`src/rtl/chip_select_pkg.sv`:
```
// Constants, field layout and state codes of the chip select unit.
// Assumes a 40 MHz system clock and a 32-bit internal bus.
package chip_select_pkg;

  // ==========================================================
  // Sizes
  localparam int          num_selects   = 4;
  localparam int          ctrl_w        = 16;
  localparam int          wait_cnt_w    = 4;
  localparam real         clock_mhz     = 40.0;

  // ==========================================================
  // Register map, byte addresses of each 16-bit control register
  localparam logic [31:0] region0_select_control_offset = 32'h00c20000;
  localparam logic [31:0] region1_select_control_offset = 32'h00c20002;
  localparam logic [31:0] region2_select_control_offset = 32'h00c20004;
  localparam logic [31:0] region3_select_control_offset = 32'h00c20006;
  localparam int          reg_tag_lsb   = 3;
  localparam int          reg_word_bit  = 2;

  // ==========================================================
  // Control register fields
  localparam int          supervisor_only_bit    = 15;
  localparam int          read_only_guard_bit    = 14;
  localparam int          port_width_sel_bit     = 13;
  localparam int          write_extra_wait_bit   = 12;
  localparam int          write_strobe_mode_bit  = 11;
  localparam int          wait_state_count_msb   = 10;
  localparam int          wait_state_count_lsb   = 8;
  localparam int          self_term_enable_bit   = 1;
  localparam int          select_func_enable_bit = 0;
  localparam logic [15:0] ctrl_impl_mask         = 16'hff03;
  localparam logic [15:0] ctrl_reset             = 16'h3f02;

  // ==========================================================
  // Address decode and bus attributes
  localparam int          ext_space_bit = 31;
  localparam int          block_msb     = 24;
  localparam int          block_lsb     = 23;
  localparam int          half_sel_bit  = 1;
  localparam int          priv_code_bit = 2;
  localparam logic [31:0] half_step     = 32'h00000002;

  // ==========================================================
  // Bus cycle states, Gray along idle -> first -> second
  typedef enum logic [1:0] {
    st_idle   = 2'b00,
    st_first  = 2'b01,
    st_second = 2'b11
  } bus_state_e;

endpackage

```
`src/rtl/async_chip_select_unit.sv`:
```
// Four programmable chip selects with a shared cycle termination counter.
// Assumes one bus master that holds the cycle attributes only on the
// bus_start pulse and waits for bus_done; all inputs are synchronous.
//
// Contract
// - One shared termination counter, active select's waits
// - Select pins leave reset driven high, pulled up; only strap-enabled selects drive, others follow gpio_dir
// - Unconfigured select pin works as general I/O
// - User access to registers errors, changes nothing
// - Unimplemented bits drop writes without error
// - Identical registers; three reset bits from straps
// - Control registers readable and writable by supervisor only
// - Supervisor-only select ignores user accesses
// - Read-only guard select ignores write accesses
// - Width bit: 1 is 32-bit, 0 16-bit upper lanes
// - Word to 16-bit port runs two cycles
// - Extra write wait adds one, reads unchanged
// - Write mode gates lane enables to writes
// - No active select: lanes act as byte enables
// - Zero waits terminate the clock after start
// - Reads wait 0-7, writes up to 8
// - Without self termination, external acknowledge ends
// - Disabled select holds its output negated
// - At most one select; none matching, no response
// - Fixed 8 MB blocks, A[30:25] ignored, mirrored
// - External acknowledge or error ends cycle early
`timescale 1ns/100ps
module async_chip_select_unit
  import chip_select_pkg::*;
(
  // Clock and reset
  input  wire logic        clock,
  input  wire logic        resetn,
  // Reset configuration straps and chip configuration
  input  wire logic        boot_select_enable,
  input  wire logic        boot_port_width,
  input  wire logic        emul_select_enable,
  input  wire logic        emulate_internal,
  // Internal bus
  input  wire logic        bus_start,
  input  wire logic [31:0] bus_addr,
  input  wire logic        bus_read,
  input  wire logic [2:0]  transfer_code,
  input  wire logic        bus_word,
  input  wire logic [3:0]  bus_byte_en,
  input  wire logic [31:0] bus_wdata,
  output logic             bus_ready,
  output logic             bus_done,
  output logic             bus_error,
  output logic [31:0]      bus_rdata,
  // External bus
  output logic [31:0]      ext_addr,
  output logic             ext_read,
  output logic [31:0]      ext_wdata,
  input  wire logic [31:0] ext_rdata,
  output logic [3:0]       byte_lane_enable_n,
  input  wire logic        transfer_ack_n,
  input  wire logic        transfer_error_n,
  output logic             internal_term,
  // Select pins and their general-purpose use
  output logic [3:0]       select_pin_out,
  output logic [3:0]       select_pin_oe,
  input  wire logic [3:0]  select_pin_in,
  output logic [3:0]       select_pin_pullup,
  input  wire logic [3:0]  gpio_out,
  input  wire logic [3:0]  gpio_dir,
  output logic [3:0]       gpio_in
);

  // ==========================================================
  // State
  logic [15:0]           ctrl      [num_selects];
  logic [15:0]           next_ctrl [num_selects];
  bus_state_e            state,        next_state;
  logic [wait_cnt_w-1:0] count,        next_count;
  logic [wait_cnt_w-1:0] target,       next_target;
  logic                  sel_valid,    next_sel_valid;
  logic [1:0]            sel_idx,      next_sel_idx;
  logic                  split,        next_split;
  logic                  half_shift,   next_half_shift;
  logic                  cyc_read,     next_cyc_read;
  logic [3:0]            cyc_be,       next_cyc_be;
  logic [31:0]           cyc_wdata,    next_cyc_wdata;
  logic [15:0]           first_half,   next_first_half;
  logic [3:0]            select_n,     next_select_n;
  logic [31:0]           next_ext_addr;
  logic                  next_ext_read;
  logic [31:0]           next_ext_wdata;
  logic [3:0]            next_lane_n;
  logic                  next_bus_done;
  logic                  next_bus_error;
  logic [31:0]           next_bus_rdata;

  // ==========================================================
  // Decode of the cycle on the bus
  logic [3:0]  hit;
  logic        reg_hit;
  logic        ext_hit;
  logic        privileged;
  logic [1:0]  hit_idx;
  logic        hit_any;
  logic [15:0] hit_ctrl;
  logic [15:0] cur_ctrl;
  logic        half_end;
  logic        ack_seen;
  logic        err_seen;

  assign privileged = transfer_code[priv_code_bit];

  genvar g;
  generate
    for (g = 0; g < num_selects; g++) begin : gen_match
      select_match #(
        .index            (g)
      ) u_match (
        .control          (ctrl[g]),
        .emulate_internal (emulate_internal),
        .bus_addr         (bus_addr),
        .bus_read         (bus_read),
        .privileged       (privileged),
        .hit              (hit[g])
      );
    end
  endgenerate

  // Blocks are disjoint, so at most one select hits
  always_comb begin
    hit_idx = 2'h0;
    for (int i = 0; i < num_selects; i++) begin
      if (hit[i]) begin
        hit_idx = 2'(i);
      end
    end
  end

  assign hit_any  = |hit;
  assign hit_ctrl = ctrl[hit_idx];
  assign cur_ctrl = ctrl[sel_idx];
  assign reg_hit  = bus_addr[31:reg_tag_lsb]
                  == region0_select_control_offset[31:reg_tag_lsb];
  // Emulated internal block goes out only through select 1
  assign ext_hit  = bus_addr[ext_space_bit]
                  | (emulate_internal & hit[1]);

  // ==========================================================
  // Shared termination generator
  // Count 0 is the first clock after the start, hence zero waits end
  // there and each wait adds one clock
  assign internal_term = (state != st_idle) & sel_valid
                       & cur_ctrl[self_term_enable_bit]
                       & (count == target);
  assign ack_seen = ~transfer_ack_n;
  assign err_seen = ~transfer_error_n;
  assign half_end = (state != st_idle)
                  & (internal_term | ack_seen | err_seen);
  assign bus_ready = (state == st_idle);

  // ==========================================================
  // Control registers
  always_comb begin
    logic [15:0] hi_word;
    logic [15:0] lo_word;
    logic [1:0]  hi_idx;
    hi_word = 16'h0000;
    lo_word = 16'h0000;
    hi_idx  = 2'h0;
    for (int i = 0; i < num_selects; i++) begin
      next_ctrl[i] = ctrl[i];
    end
    hi_idx = {bus_addr[reg_word_bit], 1'b0};
    // Supervisor only; user writes are dropped
    if (bus_start & bus_ready & reg_hit & privileged & ~bus_read) begin
      hi_word = ctrl[hi_idx];
      lo_word = ctrl[hi_idx + 2'h1];
      if (bus_byte_en[3]) hi_word[15:8] = bus_wdata[31:24];
      if (bus_byte_en[2]) hi_word[7:0]  = bus_wdata[23:16];
      if (bus_byte_en[1]) lo_word[15:8] = bus_wdata[15:8];
      if (bus_byte_en[0]) lo_word[7:0]  = bus_wdata[7:0];
      next_ctrl[hi_idx]        = hi_word & ctrl_impl_mask;
      next_ctrl[hi_idx + 2'h1] = lo_word & ctrl_impl_mask;
    end
  end

  // Straps are taken while the synchronous reset is held
  always_ff @(posedge clock) begin
    if (!resetn) begin
      for (int i = 0; i < num_selects; i++) begin
        ctrl[i] <= ctrl_reset;
      end
      ctrl[0][select_func_enable_bit] <= boot_select_enable;
      ctrl[0][port_width_sel_bit]     <= boot_port_width;
      ctrl[1][select_func_enable_bit] <= emul_select_enable;
    end else begin
      for (int i = 0; i < num_selects; i++) begin
        ctrl[i] <= next_ctrl[i];
      end
    end
  end

  // ==========================================================
  // Bus cycle sequencer
  always_comb begin
    logic        lane_on;
    logic        narrow;
    logic [3:0]  be_use;
    logic [31:0] rd_word;
    lane_on         = 1'b1;
    narrow          = 1'b0;
    be_use          = 4'h0;
    rd_word         = 32'h00000000;
    next_state      = state;
    next_count      = count;
    next_target     = target;
    next_sel_valid  = sel_valid;
    next_sel_idx    = sel_idx;
    next_split      = split;
    next_half_shift = half_shift;
    next_cyc_read   = cyc_read;
    next_cyc_be     = cyc_be;
    next_cyc_wdata  = cyc_wdata;
    next_first_half = first_half;
    next_select_n   = select_n;
    next_ext_addr   = ext_addr;
    next_ext_read   = ext_read;
    next_ext_wdata  = ext_wdata;
    next_lane_n     = byte_lane_enable_n;
    next_bus_done   = 1'b0;
    next_bus_error  = 1'b0;
    next_bus_rdata  = bus_rdata;
    unique case (state)
      st_idle: begin
        if (bus_start & reg_hit) begin
          next_bus_done  = 1'b1;
          next_bus_error = ~privileged;
          next_bus_rdata = bus_addr[reg_word_bit]
                         ? {ctrl[2], ctrl[3]} : {ctrl[0], ctrl[1]};
        end else if (bus_start & ext_hit) begin
          // Only a matching, enabled select takes part
          narrow          = hit_any & ~hit_ctrl[port_width_sel_bit];
          next_sel_valid  = hit_any;
          next_sel_idx    = hit_idx;
          next_split      = narrow & bus_word;
          next_half_shift = narrow & ~bus_word
                          & bus_addr[half_sel_bit];
          next_cyc_read   = bus_read;
          next_cyc_be     = bus_byte_en;
          next_cyc_wdata  = bus_wdata;
          next_target     = wait_cnt_w'(hit_ctrl[wait_state_count_msb:
                                                 wait_state_count_lsb])
                          + wait_cnt_w'(hit_ctrl[write_extra_wait_bit]
                                        & ~bus_read);
          next_count      = '0;
          next_state      = st_first;
          next_select_n   = ~(hit & {4{hit_any}});
          next_ext_addr   = bus_addr;
          next_ext_read   = bus_read;
          lane_on = ~(hit_any & hit_ctrl[write_strobe_mode_bit]
                      & bus_read);
          be_use  = bus_byte_en;
          if (narrow & bus_word) begin
            be_use         = {bus_byte_en[3:2], 2'b00};
            next_ext_wdata = {bus_wdata[31:16], 16'h0000};
          end else if (narrow & bus_addr[half_sel_bit]) begin
            be_use         = {bus_byte_en[1:0], 2'b00};
            next_ext_wdata = {bus_wdata[15:0], 16'h0000};
          end else begin
            next_ext_wdata = bus_wdata;
          end
          next_lane_n = ~(be_use & {4{lane_on}});
        end
      end
      st_first, st_second: begin
        next_count = count + wait_cnt_w'(1);
        if (half_end) begin
          rd_word = ext_rdata;
          if (split) begin
            rd_word = {first_half, ext_rdata[31:16]};
          end else if (half_shift) begin
            rd_word = {ext_rdata[31:16], ext_rdata[31:16]};
          end
          if ((state == st_first) & split & ~err_seen) begin
            // Second external cycle moves the low half
            next_first_half = ext_rdata[31:16];
            next_state      = st_second;
            next_count      = '0;
            next_ext_addr   = ext_addr + half_step;
            next_ext_wdata  = {cyc_wdata[15:0], 16'h0000};
            lane_on = ~(cur_ctrl[write_strobe_mode_bit] & cyc_read);
            next_lane_n     = ~({cyc_be[1:0], 2'b00} & {4{lane_on}});
          end else begin
            next_state     = st_idle;
            next_bus_done  = 1'b1;
            next_bus_error = err_seen;
            next_bus_rdata = rd_word;
            next_select_n  = 4'hf;
            next_lane_n    = 4'hf;
            next_sel_valid = 1'b0;
          end
        end
      end
      default: begin
        next_state    = st_idle;
        next_select_n = 4'hf;
        next_lane_n   = 4'hf;
      end
    endcase
  end

  always_ff @(posedge clock) begin
    if (!resetn) begin
      state              <= st_idle;
      count              <= '0;
      target             <= '0;
      sel_valid          <= 1'b0;
      sel_idx            <= 2'h0;
      split              <= 1'b0;
      half_shift         <= 1'b0;
      cyc_read           <= 1'b1;
      cyc_be             <= 4'h0;
      cyc_wdata          <= 32'h00000000;
      first_half         <= 16'h0000;
      select_n           <= 4'hf;
      ext_addr           <= 32'h00000000;
      ext_read           <= 1'b1;
      ext_wdata          <= 32'h00000000;
      byte_lane_enable_n <= 4'hf;
      bus_done           <= 1'b0;
      bus_error          <= 1'b0;
      bus_rdata          <= 32'h00000000;
    end else begin
      state              <= next_state;
      count              <= next_count;
      target             <= next_target;
      sel_valid          <= next_sel_valid;
      sel_idx            <= next_sel_idx;
      split              <= next_split;
      half_shift         <= next_half_shift;
      cyc_read           <= next_cyc_read;
      cyc_be             <= next_cyc_be;
      cyc_wdata          <= next_cyc_wdata;
      first_half         <= next_first_half;
      select_n           <= next_select_n;
      ext_addr           <= next_ext_addr;
      ext_read           <= next_ext_read;
      ext_wdata          <= next_ext_wdata;
      byte_lane_enable_n <= next_lane_n;
      bus_done           <= next_bus_done;
      bus_error          <= next_bus_error;
      bus_rdata          <= next_bus_rdata;
    end
  end

  // ==========================================================
  // Pin sharing: enabled selects own the pin, others are I/O
  always_comb begin
    for (int i = 0; i < num_selects; i++) begin
      if (ctrl[i][select_func_enable_bit]) begin
        select_pin_out[i] = select_n[i];
        select_pin_oe[i]  = 1'b1;
      end else begin
        select_pin_out[i] = gpio_out[i];
        select_pin_oe[i]  = gpio_dir[i];
      end
    end
  end

  // Pull-up keeps a floating select pin negated
  assign select_pin_pullup = 4'hf;
  assign gpio_in           = select_pin_in;

endmodule // async_chip_select_unit

```
`src/rtl/select_match.sv`:
```
// One select's address and option match for the current bus cycle.
// Assumes address and attributes are stable while bus_start is high.
`timescale 1ns/100ps
module select_match
  import chip_select_pkg::*;
#(
  parameter int index = 0
) (
  // Select configuration
  input  wire logic [15:0] control,
  input  wire logic        emulate_internal,
  // Bus cycle attributes
  input  wire logic [31:0] bus_addr,
  input  wire logic        bus_read,
  input  wire logic        privileged,
  // Result
  output logic             hit
);

  localparam logic [1:0] block_code = index[1:0];

  logic ext_block;
  logic emul_block;
  logic priv_ok;
  logic access_ok;

  // A[30:25] are not compared, so the 32 MB region mirrors
  assign ext_block  = bus_addr[ext_space_bit]
                    & (bus_addr[block_msb:block_lsb] == block_code);
  // Select 1 may stand in for the internal block at address zero
  assign emul_block = (index == 1) & emulate_internal
                    & ~bus_addr[ext_space_bit]
                    & (bus_addr[block_msb:block_lsb] == 2'h0);
  assign priv_ok    = ~control[supervisor_only_bit] | privileged;
  assign access_ok  = ~control[read_only_guard_bit] | bus_read;

  always_comb begin
    if ((index == 1) & emulate_internal) begin
      hit = emul_block;
    end else begin
      hit = ext_block;
    end
    hit = hit & control[select_func_enable_bit] & priv_ok & access_ok;
  end

endmodule // select_match

```
`config.mk`:
```
export PLATFORM = sky130hd
export DESIGN_NAME = async_chip_select_unit
export DESIGN_NICKNAME = d
export VERILOG_FILES = /design/src/rtl/chip_select_pkg.sv /design/src/rtl/async_chip_select_unit.sv /design/src/rtl/select_match.sv
export SDC_FILE = /design/constraint.sdc
export NUM_CORES = 1
export LEC_CHECK = 0
export BUFFER_PORTS_ARGS = -buffer_cell sky130_fd_sc_hd__buf_2
export CELL_PAD_IN_SITES_DETAIL_PLACEMENT = 2
export CELL_PAD_IN_SITES_GLOBAL_PLACEMENT = 2
export CORE_ASPECT_RATIO = 0.7
export CORE_MARGIN = 2
export CORE_UTILIZATION = 34
export CTS_CLUSTER_DIAMETER = 100
export CTS_CLUSTER_SIZE = 14
export DETAILED_ROUTE_END_ITERATION = 12
export PLACE_DENSITY_LB_ADDON = 0.1
export SYNTH_ARGS = -nofsm -noshare
export SYNTH_HDL_FRONTEND = slang
export SYNTH_SLANG_ARGS = --single-unit
```
`constraint.sdc`:
```
create_clock -name clock -period 3.98 [get_ports clock]
set_input_delay 0.199 -clock clock [delete_from_list [all_inputs] [get_ports clock]]
set_output_delay 0.199 -clock clock [all_outputs]
set_load 0.01 [all_outputs]
```
# Word level (Yosys, flattened, before mapping)
# Memories as Yosys holds them, arrays and structs flattened. A register that Yosys moved wholly into a read port is not among the register bits.
# Cells that the tools add are included.
# Widths: inputs -> output; s select.
[totals]
latch_bits = 0
mem_bits_rw = 64
reg_bits = 156
wordCells = 244
mem_count = 1
mem_bits_ro = 0
[memory_table]
columns = ["memory", "depth", "width", "read_ports", "rd_clocked_by_memory_dff", "write_ports", "line", "source"]
rows = [
  ["ctrl", 4, 16, 8, 1, 4, "async_chip_select_unit.sv:72", "logic [15:0] ctrl [num_selects];"],
]
[classes]
div = 0
mux = 99
n_addsub = 4
shift = 0
magnitude_cmp = 4
multipliers = 0
bitwise = 89
reduce_logical = 16
n_eq_ne = 13
[op_table]
columns = ["op", "count"]
rows = [
  ["$mux 32", 15],
  ["$pmux 32 s2", 3],
  ["$bwmux 64", 2],
  ["$mux 16", 5],
  ["$mux 4", 17],
  ["$demux 16 s2", 2],
  ["$mux 64", 1],
  ["$and 1x1->1", 39],
  ["$add 32x2->32 const B", 1],
  ["$mux 8", 4],
  ["$eq 29x21->1 const B", 1],
  ["$mux 1", 28],
  ["$mux 2", 13],
  ["$pmux 4 s2", 3],
  ["$or 1x1->1", 22],
  ["$not 1->1", 18],
  ["$mux 15", 1],
  ["$and 4x4->4", 3],
  ["$mux 12", 1],
  ["$not 4->4", 3],
  ["$reduce_and 3->1", 4],
  ["$reduce_and 5->1", 2],
  ["$ne 2x2->1 const B", 4],
  ["$reduce_and 4->1", 2],
  ["other kinds (19)", 31],
]

# Longest topological paths before layout
# Gate-level depths: netlist of the first run.
# An unclocked memory read counts as a cell.
[depth]
word_depth = 24
mapped_depth = 11

# Modules after synthesis
# From an unflattened synthesis of the first run, not the netlist that was laid out.
[unflattened]
cells_unflattened = 1181
area_unflattened_um2 = 10093.4
[by_module_without_submodules]
columns = ["mod", "area_each_um2", "n_inst", "cells_per_inst", "seq_area_each_um2"]
rows = [
  ["async_chip_select_unit", 9949.5, 1, 1163, 3993.8],
  ["select_match at gen_match[1].u_match", 50.0, 1, 6, 0.0],
  ["select_match at gen_match[0].u_match", 33.8, 1, 4, 0.0],
  ["select_match at gen_match[2].u_match", 31.3, 1, 4, 0.0],
  ["select_match at gen_match[3].u_match", 28.8, 1, 4, 0.0],
]

# Worst setup path after synthesis of the first run
# No wires, ideal clock.
[synth_timing]
path_kind = "register to register"
startpoint = "mem ctrl[1][0]"
endpoint = "reg target[2]"
setup_time_ps = 144
path_slack_ps = 1712
path_buffers = 0
stages_incl_launch_ff = 12
arrival_time_ps = 2123
required_time_ps = 3836
cell_sequence = "edfxtp_1 and2b_1 o2111a_1 nor2_1 o221ai_1 a311oi_1 ha_1 ha_1 nand2b_1 nor3_1 a31oi_1 o311ai_0"
[synth_rtl]
columns = ["element", "line", "source"]
rows = [
  ["from (decl)", "async_chip_select_unit.sv:72", ""],
  ["to (signal assigned)", "async_chip_select_unit.sv:333", "target <= next_target;"],
  ["to (decl)", "async_chip_select_unit.sv:76", "logic [wait_cnt_w-1:0] target, next_target;"],
]

==> metrics.md, run 1 <==
| Metric | Value |
|---|---|
| Mapped Cells | 1,180 |
| Hold Crit Class | input pin to register |
| Yosys top cell by area | dfxtp_1 |
| CTS tree | done |
| HPWL Detailed | 29,200 um |
| CP max stage delay | 0.71 ns |
| Hold Vio Cnt, Final | 0 |
| Sw Pwr | 1.37 mW |
| # DRC | 0 |
| Fin Hold WS | 0.0284 ns |
| Routed WL | 41,200 um |
| Seq/Total Area, Yosys | 39.8% |
| Layout cells sized above 1 | 28.1% |
| Post-Syn Area | 0.0100 mm2 |
| Crit Path Category | register to register |
| CP Max Fanout | 39 |
| Worst relative slew slack | 33.1% |
| Yosys top cell area share | 38.9% |
| Pwr Density | 376 mW/mm2 |
| Layout net count | 1,503 |
| Layout area overhead | 21.3% |
| Site row count | 52 |
| CP endpoint kind | register |
| Synth Register Bits | 198 |
| Max H-tree Level | 4 |
| Via Count | 9,912 |
| Hold path start | bus_wdata[3] |
| Num Clock Sinks | 198 |
| Synth async-reset ratio | 0% |
| Syn. warnings | 0 |
| Setup bufs post-CTS | 0 |
| Setup crit start kind | register |
| Most common cell after layout, fill and taps aside | nand2_1 |
| Slew Viols, Final | 0 |
| Synth area leaders | dfxtp_1 (39%), nand2_1 (8.9%), mux2i_1 (7.2%) |
| RSZ-0062 raised after global routing | false |
| Switching part of the total | 29.8% |
| Distinct cell type count after synthesis | 84 |
| WP data required | 4.34 ns |
| Syn_area_per_cell | 8.50 um2 |
| Clock root buffer master | clkbuf_16 |
| Slew @ Worst Pin | 1.00 ns |
| CORE AREA | 0.0290 mm2 |
| Dpl ws | 0.902 ns |
| Clk slew on worst S/H paths | 0.08 ns |
| Outcome | complete, no violations |
| Synth Flop Type | dfxtp_1 |
| Maxcap violations | 0 |
| Setup slack after layout | 0.870 ns |
| Fmax | 0.322 GHz |
| Initial drt markers | 540 |
| First-pass GRT wire length | 63,300 um |
| Most frequent cells in the layout | nand2_1 (239), buf_2 (232), dfxtp_1 (194), a21oi_1 (124), mux2i_1 (72) |
| Vias in the first global route | 10,400 |
| GPL Wtd Cong | 0.816 |
| Initial antenna violation count | 1 |
| Skew final | 0.0108 ns |
| Reg-to-reg endpoint | ext_addr[31]$_SDFFE_PN0P_ |
| Total Die Area | 0.0309 mm2 |
| Crit-path cells | and2b_1, a41oi_2, or3_1, o21a_2, buf_4, a21oi_1, o221a_2 |
| Slowest-stage cell, CP | o21a_2 |
| Die Wd | 209 um |
| Clock Path Buffers | 2 |
| Avg WL per Cell | 23.3 um |
| Sum Neg Setup Slack | 0 ns |
| Post-synth EDFFs | 3 |
| Proportion of power drawn by the clock network | 39.9% |
| Worst-skew pair later-pin latency | 0.47 ns |
| Hold Path End | cyc_wdata[3]$_SDFFE_PN0P_ |
| Drt pass-1 iters | 4 |
| Period utilization | 78.1% |
| VDD IR max | 0.000251 V |
| Final design utilization | 42.0% |
| Final Critical Period | 3.11 ns |
| Starting Density | 34.6% |
| R2R cell count | 7 |
| Drt via density | 5.62 |
| Tot Pwr | 4.58 mW |
| Final setup fails | 0 |
| Register share of total power | 46.4% |
| Cts repair resizes | 0 |
| Cell internal pwr | 3.21 mW |
| Ports | 247 |
| Grt ovf | 0 |
| Largest net degree at the start of global routing | 72 |
| R2r setup slk | 0.87 ns |
| Number of CTS-inserted buffers | 17 |
| GRT Total Usage | 26.9% |
| WP data arrival | 3.47 ns |
| Pleak | 4.85 nW |
| Post-CTS Hold Buffers | 17 |
| Port bufs | 232 |
| Die Ht | 148 um |
| Routed Antenna Nets | 0 |
| Reg-to-Reg Start | ctrl[1][0]$_DFFE_PP_ |
| Gate power share | 13.6% |
| Hold path depth | 3 |
[worst max path at each step]
stage	start	to	slack, ns	cells after the start
2_1_floorplan	ctrl[1][0]$_DFFE_PP_	target[2]$_SDFFE_PN0P_	1.71	11
3_3_place_gp	register	ext_addr[31]$_SDFFE_PN0P_	0.96	7
3_5_place_dp	register	ext_addr[31]$_SDFFE_PN0P_	0.90	7
4_1_cts	register	ext_addr[31]$_SDFFE_PN0P_	0.88	7
5_1_grt	register	ext_addr[31]$_SDFFE_PN0P_	0.73	7
6_report	ctrl[1][0]$_DFFE_PP_	ext_addr[31]$_SDFFE_PN0P_	0.87	7
[final cells by class]
type                    count  area (um2)
well taps                 378         473
diodes                      1        2.50
repair buffers            268        1470
multi-input cells         873        5560
fillers                  3277       16800
clock buffers              18         439
inverters                  15        58.8
clock inverters            14         158
flip-flops and latches    198        4000
[synthesized netlist by cell type (all sizes together) (6+ instances only)]
master,n
o221ai,17
nor2,66
o32ai,6
nand2,239
o211ai,25
a21oi,124
clkbuf,61
nand3,45
a211oi,8
nor4,13
o21ai,28
dfxtp,195
o221a,7
and3,13
mux2,52
buf,36
mux2i,72
nor2b,10
a2bb2oi,18
and2,9
nand4,8
or2,10
a31oi,11
nor3,11
o21a,8
inv,15
[registers in the layout, indices dropped and copies added (netlist names), 16 cells and up, named ones only]
name,cells
first_half,16
cyc_wdata,16
ext_addr,32
ctrl,40
ext_wdata,32
bus_rdata,32
[critical path: cells and delay by family (launching register included)]
family	cells	cell delay, ns
compound gates	4	1.50
buf+inv	1	0.46
simple gates	2	0.49
flops	1	0.52
[per-stage QoR]
step,area [um2],std cells
CTS,12200,1764
global placement,11400,1715
finish,12200,1765
global route,12200,1764
detailed placement,11400,1715
floorplan,10000,1183
[kinds of logic (layout without fill, tap and decap cells)]
| family | after synthesis | in the layout | synth area share [%] |
|---|---|---|---|
| AO/OA/AOI/OAI | 293 | 293 | 20.5 |
| XOR/XNOR | 4 | 4 | 0.349 |
| adder cells (fa/ha/maj) | 4 | 4 | 0.499 |
| buffers and inverters | 112 | 315 | 5.02 |
| flip-flops | 198 | 198 | 39.8 |
| multiplexers | 126 | 126 | 13.6 |
| other | 1 | 5 | 0.0374 |
| AND/OR/NAND/NOR | 442 | 442 | 20.2 |
[routing by layer]
layer | GRT usage (%) | up-vias | share of wire, %
met1 | 37.5 | 5050 | 49
met3 | 5.16 | 34 | 4.6
met5 | 0 | - | 0
met4 | 7.79 | 0 | 1.6
met2 | 42.4 | 218 | 45
li1 | - | 4610 | -
[power groups by stage]
stage | registers [mW] | clock network (mW) | logic (mW)
after floorplan | 2.18 | 0 | 0.323
after global placement | 2.17 | 0 | 0.594
after detailed placement | 2.17 | 0 | 0.607
after CTS | 2.13 | 1.87 | 0.626
after global routing | 2.14 | 1.95 | 0.677
final | 2.13 | 1.83 | 0.624
(Power assumes the default switching activity.)
==> run 2: changes to the inputs <==
--- a/config.mk
+++ b/config.mk
@@ -10,7 +10,7 @@
 export CELL_PAD_IN_SITES_GLOBAL_PLACEMENT = 2
 export CORE_ASPECT_RATIO = 0.7
 export CORE_MARGIN = 2
-export CORE_UTILIZATION = 34
+export CORE_UTILIZATION = 31
 export CTS_CLUSTER_DIAMETER = 100
 export CTS_CLUSTER_SIZE = 14
 export DETAILED_ROUTE_END_ITERATION = 12
==> constraint.sdc (replaced) <==
create_clock -name clock -period 3.3 [get_ports clock]
set_input_delay 0.165 -clock clock [delete_from_list [all_inputs] [get_ports clock]]
set_output_delay 0.165 -clock clock [all_outputs]
set_load 0.01 [all_outputs]
==> metrics.md, run 2 (synthesized netlist as in run 1, its figures left out) <==
| Metric | Value |
|---|---|
| Outcome | complete, no violations |
| Fmax | 0.332 GHz |
| Most frequent cells in the layout | nand2_1 (239), buf_2 (232), dfxtp_1 (194), a21oi_1 (124), mux2i_1 (72) |
| Layout area overhead | 25.3% |
| Slew Viols, Final | 0 |
| Proportion of power drawn by the clock network | 40.2% |
| Routed Antenna Nets | 0 |
| Setup crit start kind | register |
| CP max stage delay | 0.59 ns |
| # DRC | 0 |
| Hold Vio Cnt, Final | 0 |
| Initial drt markers | 530 |
| Area after DPL | 0.0116 mm2 |
| GRT Total Usage | 25.0% |
| Site row count | 55 |
| Final instance area | 0.0126 mm2 |
| Ports | 247 |
| Via Count | 9,874 |
| Cell internal pwr | 3.98 mW |
| Starting Density | 31.3% |
| Switching part of the total | 28.9% |
| Max H-tree Level | 4 |
| Sw Pwr | 1.62 mW |
| Routed WL | 42,100 um |
| Clk slew on worst S/H paths | 0.08 ns |
| Period utilization | 91.2% |
| Drt pass-1 iters | 5 |
| WP data required | 3.65 ns |
| Final setup fails | 0 |
| Clock Path Buffers | 2 |
| CTS tree | done |
| Largest net degree at the start of global routing | 60 |
| Port bufs | 232 |
| Drt via density | 5.35 |
| WP data arrival | 3.36 ns |
| CORE AREA | 0.0321 mm2 |
| Worst path most repeated cell | buf_4 |
| Initial antenna violation count | 1 |
| VDD IR max | 0.000289 V |
| Cts repair resizes | 0 |
| Hold Crit Class | input pin to register |
| Clock root buffer master | clkbuf_16 |
| Pleak | 5.01 nW |
| Register share of total power | 45.7% |
| Slew @ Worst Pin | 0.980 ns |
| CP Max Fanout | 7 |
| Final Critical Period | 3.01 ns |
| Worst relative slew slack | 34.4% |
| Maxcap violations | 0 |
| Crit-path cells | nand4b_1, nor3_2, buf_4, nor2_2, a21o_1, buf_4, mux2i_1, dlygate4sd3_1, a21oi_1 |
| Layout net count | 1,534 |
| Layout cells sized above 1 | 28.6% |
| Die Wd | 219 um |
| Number of CTS-inserted buffers | 17 |
| Pwr Density | 445 mW/mm2 |
| Largest register FFs | 40 |
| Grt ovf | 0 |
| Num Clock Sinks | 198 |
| Avg WL per Cell | 22.8 um |
| RSZ-0062 raised after global routing | false |
| GPL Wtd Cong | 0.782 |
| Worst-skew pair later-pin latency | 0.46 ns |
| Most common cell after layout, fill and taps aside | nand2_1 |
| Crit Path Category | register to register |
| Die Ht | 154 um |
| Skew final | 0.0109 ns |
| Slowest-stage cell, CP | dlygate4sd3_1 |
| First-pass GRT wire length | 63,900 um |
| Gate power share | 14.1% |
| Total Die Area | 0.0338 mm2 |
| Fill cell count | 3,665 |
| CP endpoint kind | register |
| Vias in the first global route | 10,200 |
| Sum Neg Setup Slack | 0 ns |
| HPWL Detailed | 30,300 um |
| Biggest register | ctrl |
## run 2: critical path: cells and delay by family, from the launching register on
family / cells / cell delay [ns]
AOI/OAI and AO/OA: 2 / 0.39
buffers and inverters: 3 / 1.06
DFF: 1 / 0.46
muxes: 1 / 0.20
and+or+nand+nor: 3 / 0.79
## run 2: final timing paths
kind / startpoint / to / slack, ns / cells past startpoint
worst max register to register: ctrl[2][0]$_SDFFE_PN0P_ / ext_wdata[20]$_SDFFE_PN0P_ / 0.29 / 9
worst min register to register: first_half[4]$_SDFFE_PN0P_ / first_half[4]$_SDFFE_PN0P_ / 0.46 / 2
worst max-delay path: ctrl[2][0]$_SDFFE_PN0P_ / ext_wdata[20]$_SDFFE_PN0P_ / 0.29 / 9
worst min-delay path: bus_wdata[21] / ext_wdata[21]$_SDFFE_PN0P_ / 0.03 / 3
## run 2: cell type report
| class | instances | area [um2] | share of cell area [%] |
|---|---|---|---|
| inverters | 15 | 58.8 | 0.468 |
| flip-flops and latches | 198 | 4000 | 31.8 |
| multi-input cells | 873 | 5560 | 44.3 |
| clock inverters | 13 | 155 | 1.23 |
| well taps | 427 | 534 | 4.25 |
| clock buffers | 19 | 453 | 3.61 |
| diodes | 3 | 7.51 | 0.0598 |
| repair buffers | 299 | 1790 | 14.3 |
## run 2: per-layer routing
| layer | share of wire (%) | GRT usage, % |
|---|---|---|
| met3 | 3.6 | 4.48 |
| met5 | 0 | 0 |
| met4 | 1.1 | 5.50 |
| met2 | 46 | 40.0 |
| met1 | 50 | 35.0 |
## run 2: power groups by stage
stage / sequential, mW / clock (mW) / combinational (mW)
global placement: 2.61 / 0 / 0.741
finish: 2.56 / 2.25 / 0.788
global route: 2.57 / 2.42 / 0.858
floorplan: 2.62 / 0 / 0.389
detailed placement: 2.61 / 0 / 0.758
CTS: 2.56 / 2.31 / 0.793
## run 2: what timing repair did
action	4_1_cts	5_1_grt
setup buffers	0	0
hold buffers	32	0
hold endpoints to repair	30	0
## run 2: metrics by stage
step | setup slack (ns) | util, % | hold WS, ns | instances | total power [mW]
floorplan | 1.03 | - | 0.301 | 1183 | 3.01
global placement | 0.604 | 36.3 | 0.330 | 1780 | 3.35
detailed placement | 0.492 | 36.3 | 0.330 | 1780 | 3.37
CTS | 0.386 | 39.2 | 0.00200 | 1844 | 5.66
global route | 0.158 | 39.2 | 0.0321 | 1844 | 5.85
finish | 0.290 | 39.2 | 0.0315 | 1847 | 5.59
==> run 3: changes to the inputs <==
--- a/config.mk
+++ b/config.mk
@@ -6,6 +6,7 @@
 export NUM_CORES = 1
 export LEC_CHECK = 0
 export BUFFER_PORTS_ARGS = -buffer_cell sky130_fd_sc_hd__buf_2
+export CAP_MARGIN = 20
 export CELL_PAD_IN_SITES_DETAIL_PLACEMENT = 2
 export CELL_PAD_IN_SITES_GLOBAL_PLACEMENT = 2
 export CORE_ASPECT_RATIO = 0.7
==> constraint.sdc (replaced) <==
create_clock -name clock -period 3.3 [get_ports clock]
set_input_delay 0.66 -clock clock [delete_from_list [all_inputs] [get_ports clock]]
set_output_delay 0.66 -clock clock [all_outputs]
set_load 0.01 [all_outputs]
==> metrics.md, run 3 (synthesized netlist as in run 1, its figures left out) <==
| Metric | Value |
|---|---|
| Vias in the first global route | 10,000 |
| Site row count | 55 |
| VDD IR max | 0.000306 V |
| Max H-tree Level | 4 |
| Skew final | 0.00911 ns |
| Setup bufs post-CTS | 0 |
| Die Ht | 154 um |
| Clock root buffer master | clkbuf_16 |
| CP endpoint kind | register |
| Largest register FFs | 40 |
| CP Max Fanout | 5 |
| Clk slew on worst S/H paths | 0.08 ns |
| Layout cells sized above 1 | 29.5% |
| Drt pass-1 iters | 5 |
| Setup slack after layout | 0.377 ns |
| Dpl ws | 0.0860 ns |
| Final Critical Period | 2.92 ns |
| CORE AREA | 0.0321 mm2 |
| Routed Antenna Nets | 0 |
| Critical Path Source | ctrl[1][0]$_DFFE_PP_ |
| Total Die Area | 0.0338 mm2 |
| Via Count | 9,760 |
| Most common cell after layout, fill and taps aside | nand2_1 |
| Reg-to-Reg Start | ctrl[1][0]$_DFFE_PP_ |
| Initial antenna violation count | 2 |
| CTS tree | done |
| Hold path start | bus_addr[0] |
| Cell Count Post-Placement | 1,787 |
| Slew Viols, Final | 0 |
| Layout net count | 1,510 |
| Routed WL | 41,400 um |
| Layout area overhead | 22.6% |
| Cts repair resizes | 0 |
| Reg-to-reg endpoint | target[2]$_SDFFE_PN0P_ |
| Number of CTS-inserted buffers | 17 |
| Die Wd | 219 um |
| Maxcap violations | 0 |
| Crit Path Category | register to register |
| # DRC | 0 |
| Ports | 247 |
| Outcome | complete, no violations |
| Most frequent cells in the layout | nand2_1 (239), buf_2 (232), dfxtp_1 (194), a21oi_1 (124), mux2i_1 (72) |
| Drt via density | 5.36 |
| Pwr Density | 441 mW/mm2 |
| Final setup fails | 0 |
| Post-route non-filler standard cell count | 1,822 |
| Port bufs | 232 |
| WP data required | 3.61 ns |
| Pleak | 4.91 nW |
| Tot Pwr | 5.42 mW |
| Grt ovf | 0 |
| R2r setup slk | 0.38 ns |
| Clock Path Buffers | 2 |
| Hold Path End | ext_addr[0]$_SDFFE_PN0P_ |
| HPWL Detailed | 29,900 um |
| Worst-skew pair later-pin latency | 0.46 ns |
| Biggest register | ctrl |
| GRT Total Usage | 24.6% |
| R2R cell count | 11 |
| Largest net degree at the start of global routing | 94 |
| Starting Density | 31.3% |
| WP data arrival | 3.24 ns |
| RSZ-0062 raised after global routing | false |
| Period utilization | 88.6% |
| Post-CTS Hold Buffers | 0 |
| Hold Crit Class | input pin to register |
| Initial drt markers | 549 |
| Slew @ Worst Pin | 0.780 ns |
| Num Clock Sinks | 198 |
| Avg WL per Cell | 22.7 um |
| Hold path depth | 3 |
| GPL Wtd Cong | 0.832 |
| Sum Neg Setup Slack | 0 ns |
| Worst relative slew slack | 47.6% |
| First-pass GRT wire length | 63,000 um |
| Setup crit start kind | register |
| Hold Vio Cnt, Final | 0 |
| Fmax | 0.342 GHz |
run 3: per-layer routing:
metal,global-route usage [%],up-vias,routed length [um]
met5,0,-,0
met1,35.6,4886,20800
li1,-,4639,-
met4,6.40,0,746
met3,4.78,38,1680
met2,37.2,197,18200
run 3: final cells by class:
class | instances | area, um2
Fill cell | 3672 | 19800
Antenna cell | 3 | 7.51
Inverter | 15 | 58.8
Multi-Input combinational cell | 873 | 5560
Clock buffer | 18 | 429
Sequential cell | 198 | 4000
Timing Repair Buffer | 275 | 1580
Clock inverter | 13 | 121
Tap cell | 427 | 534
run 3: per-stage QoR:
stage,cell area (um2),utilization (%),hold WS [ns]
5_1_grt,12300,38.3,0.423
4_1_cts,12300,38.3,0.418
3_5_place_dp,11700,36.5,0.444
3_3_place_gp,11700,36.5,0.437
6_report,12300,38.3,0.434
2_1_floorplan,10000,-,0.433
run 3: report_power, final:
| group | total (mW) | switching (mW) | internal [mW] |
|---|---|---|---|
| combinational | 0.762 | 0.466 | 0.296 |
| clock | 2.10 | 1.05 | 1.05 |
| sequential | 2.56 | 0.0758 | 2.48 |
run 3: worst max path at each step:
stage	to	slack [ns]
2_1_floorplan	target[2]$_SDFFE_PN0P_	0.66
3_3_place_gp	target[2]$_SDFFE_PN0P_	0.22
3_5_place_dp	target[2]$_SDFFE_PN0P_	0.09
4_1_cts	target[2]$_SDFFE_PN0P_	0.38
5_1_grt	target[2]$_SDFFE_PN0P_	0.18
6_report	target[2]$_SDFFE_PN0P_	0.38
run 3: critical path, stage by stage, from the launching register on:
cell and delay (ns):
edfxtp_1 0.55, and2b_1 0.30, o2111a_1 0.22, nor2_1 0.30
o221ai_1 0.18, a311oi_1 0.30, ha_1 0.26, ha_1 0.17
nand2b_1 0.13, nor3_1 0.06, a31oi_1 0.15, o311ai_0 0.15
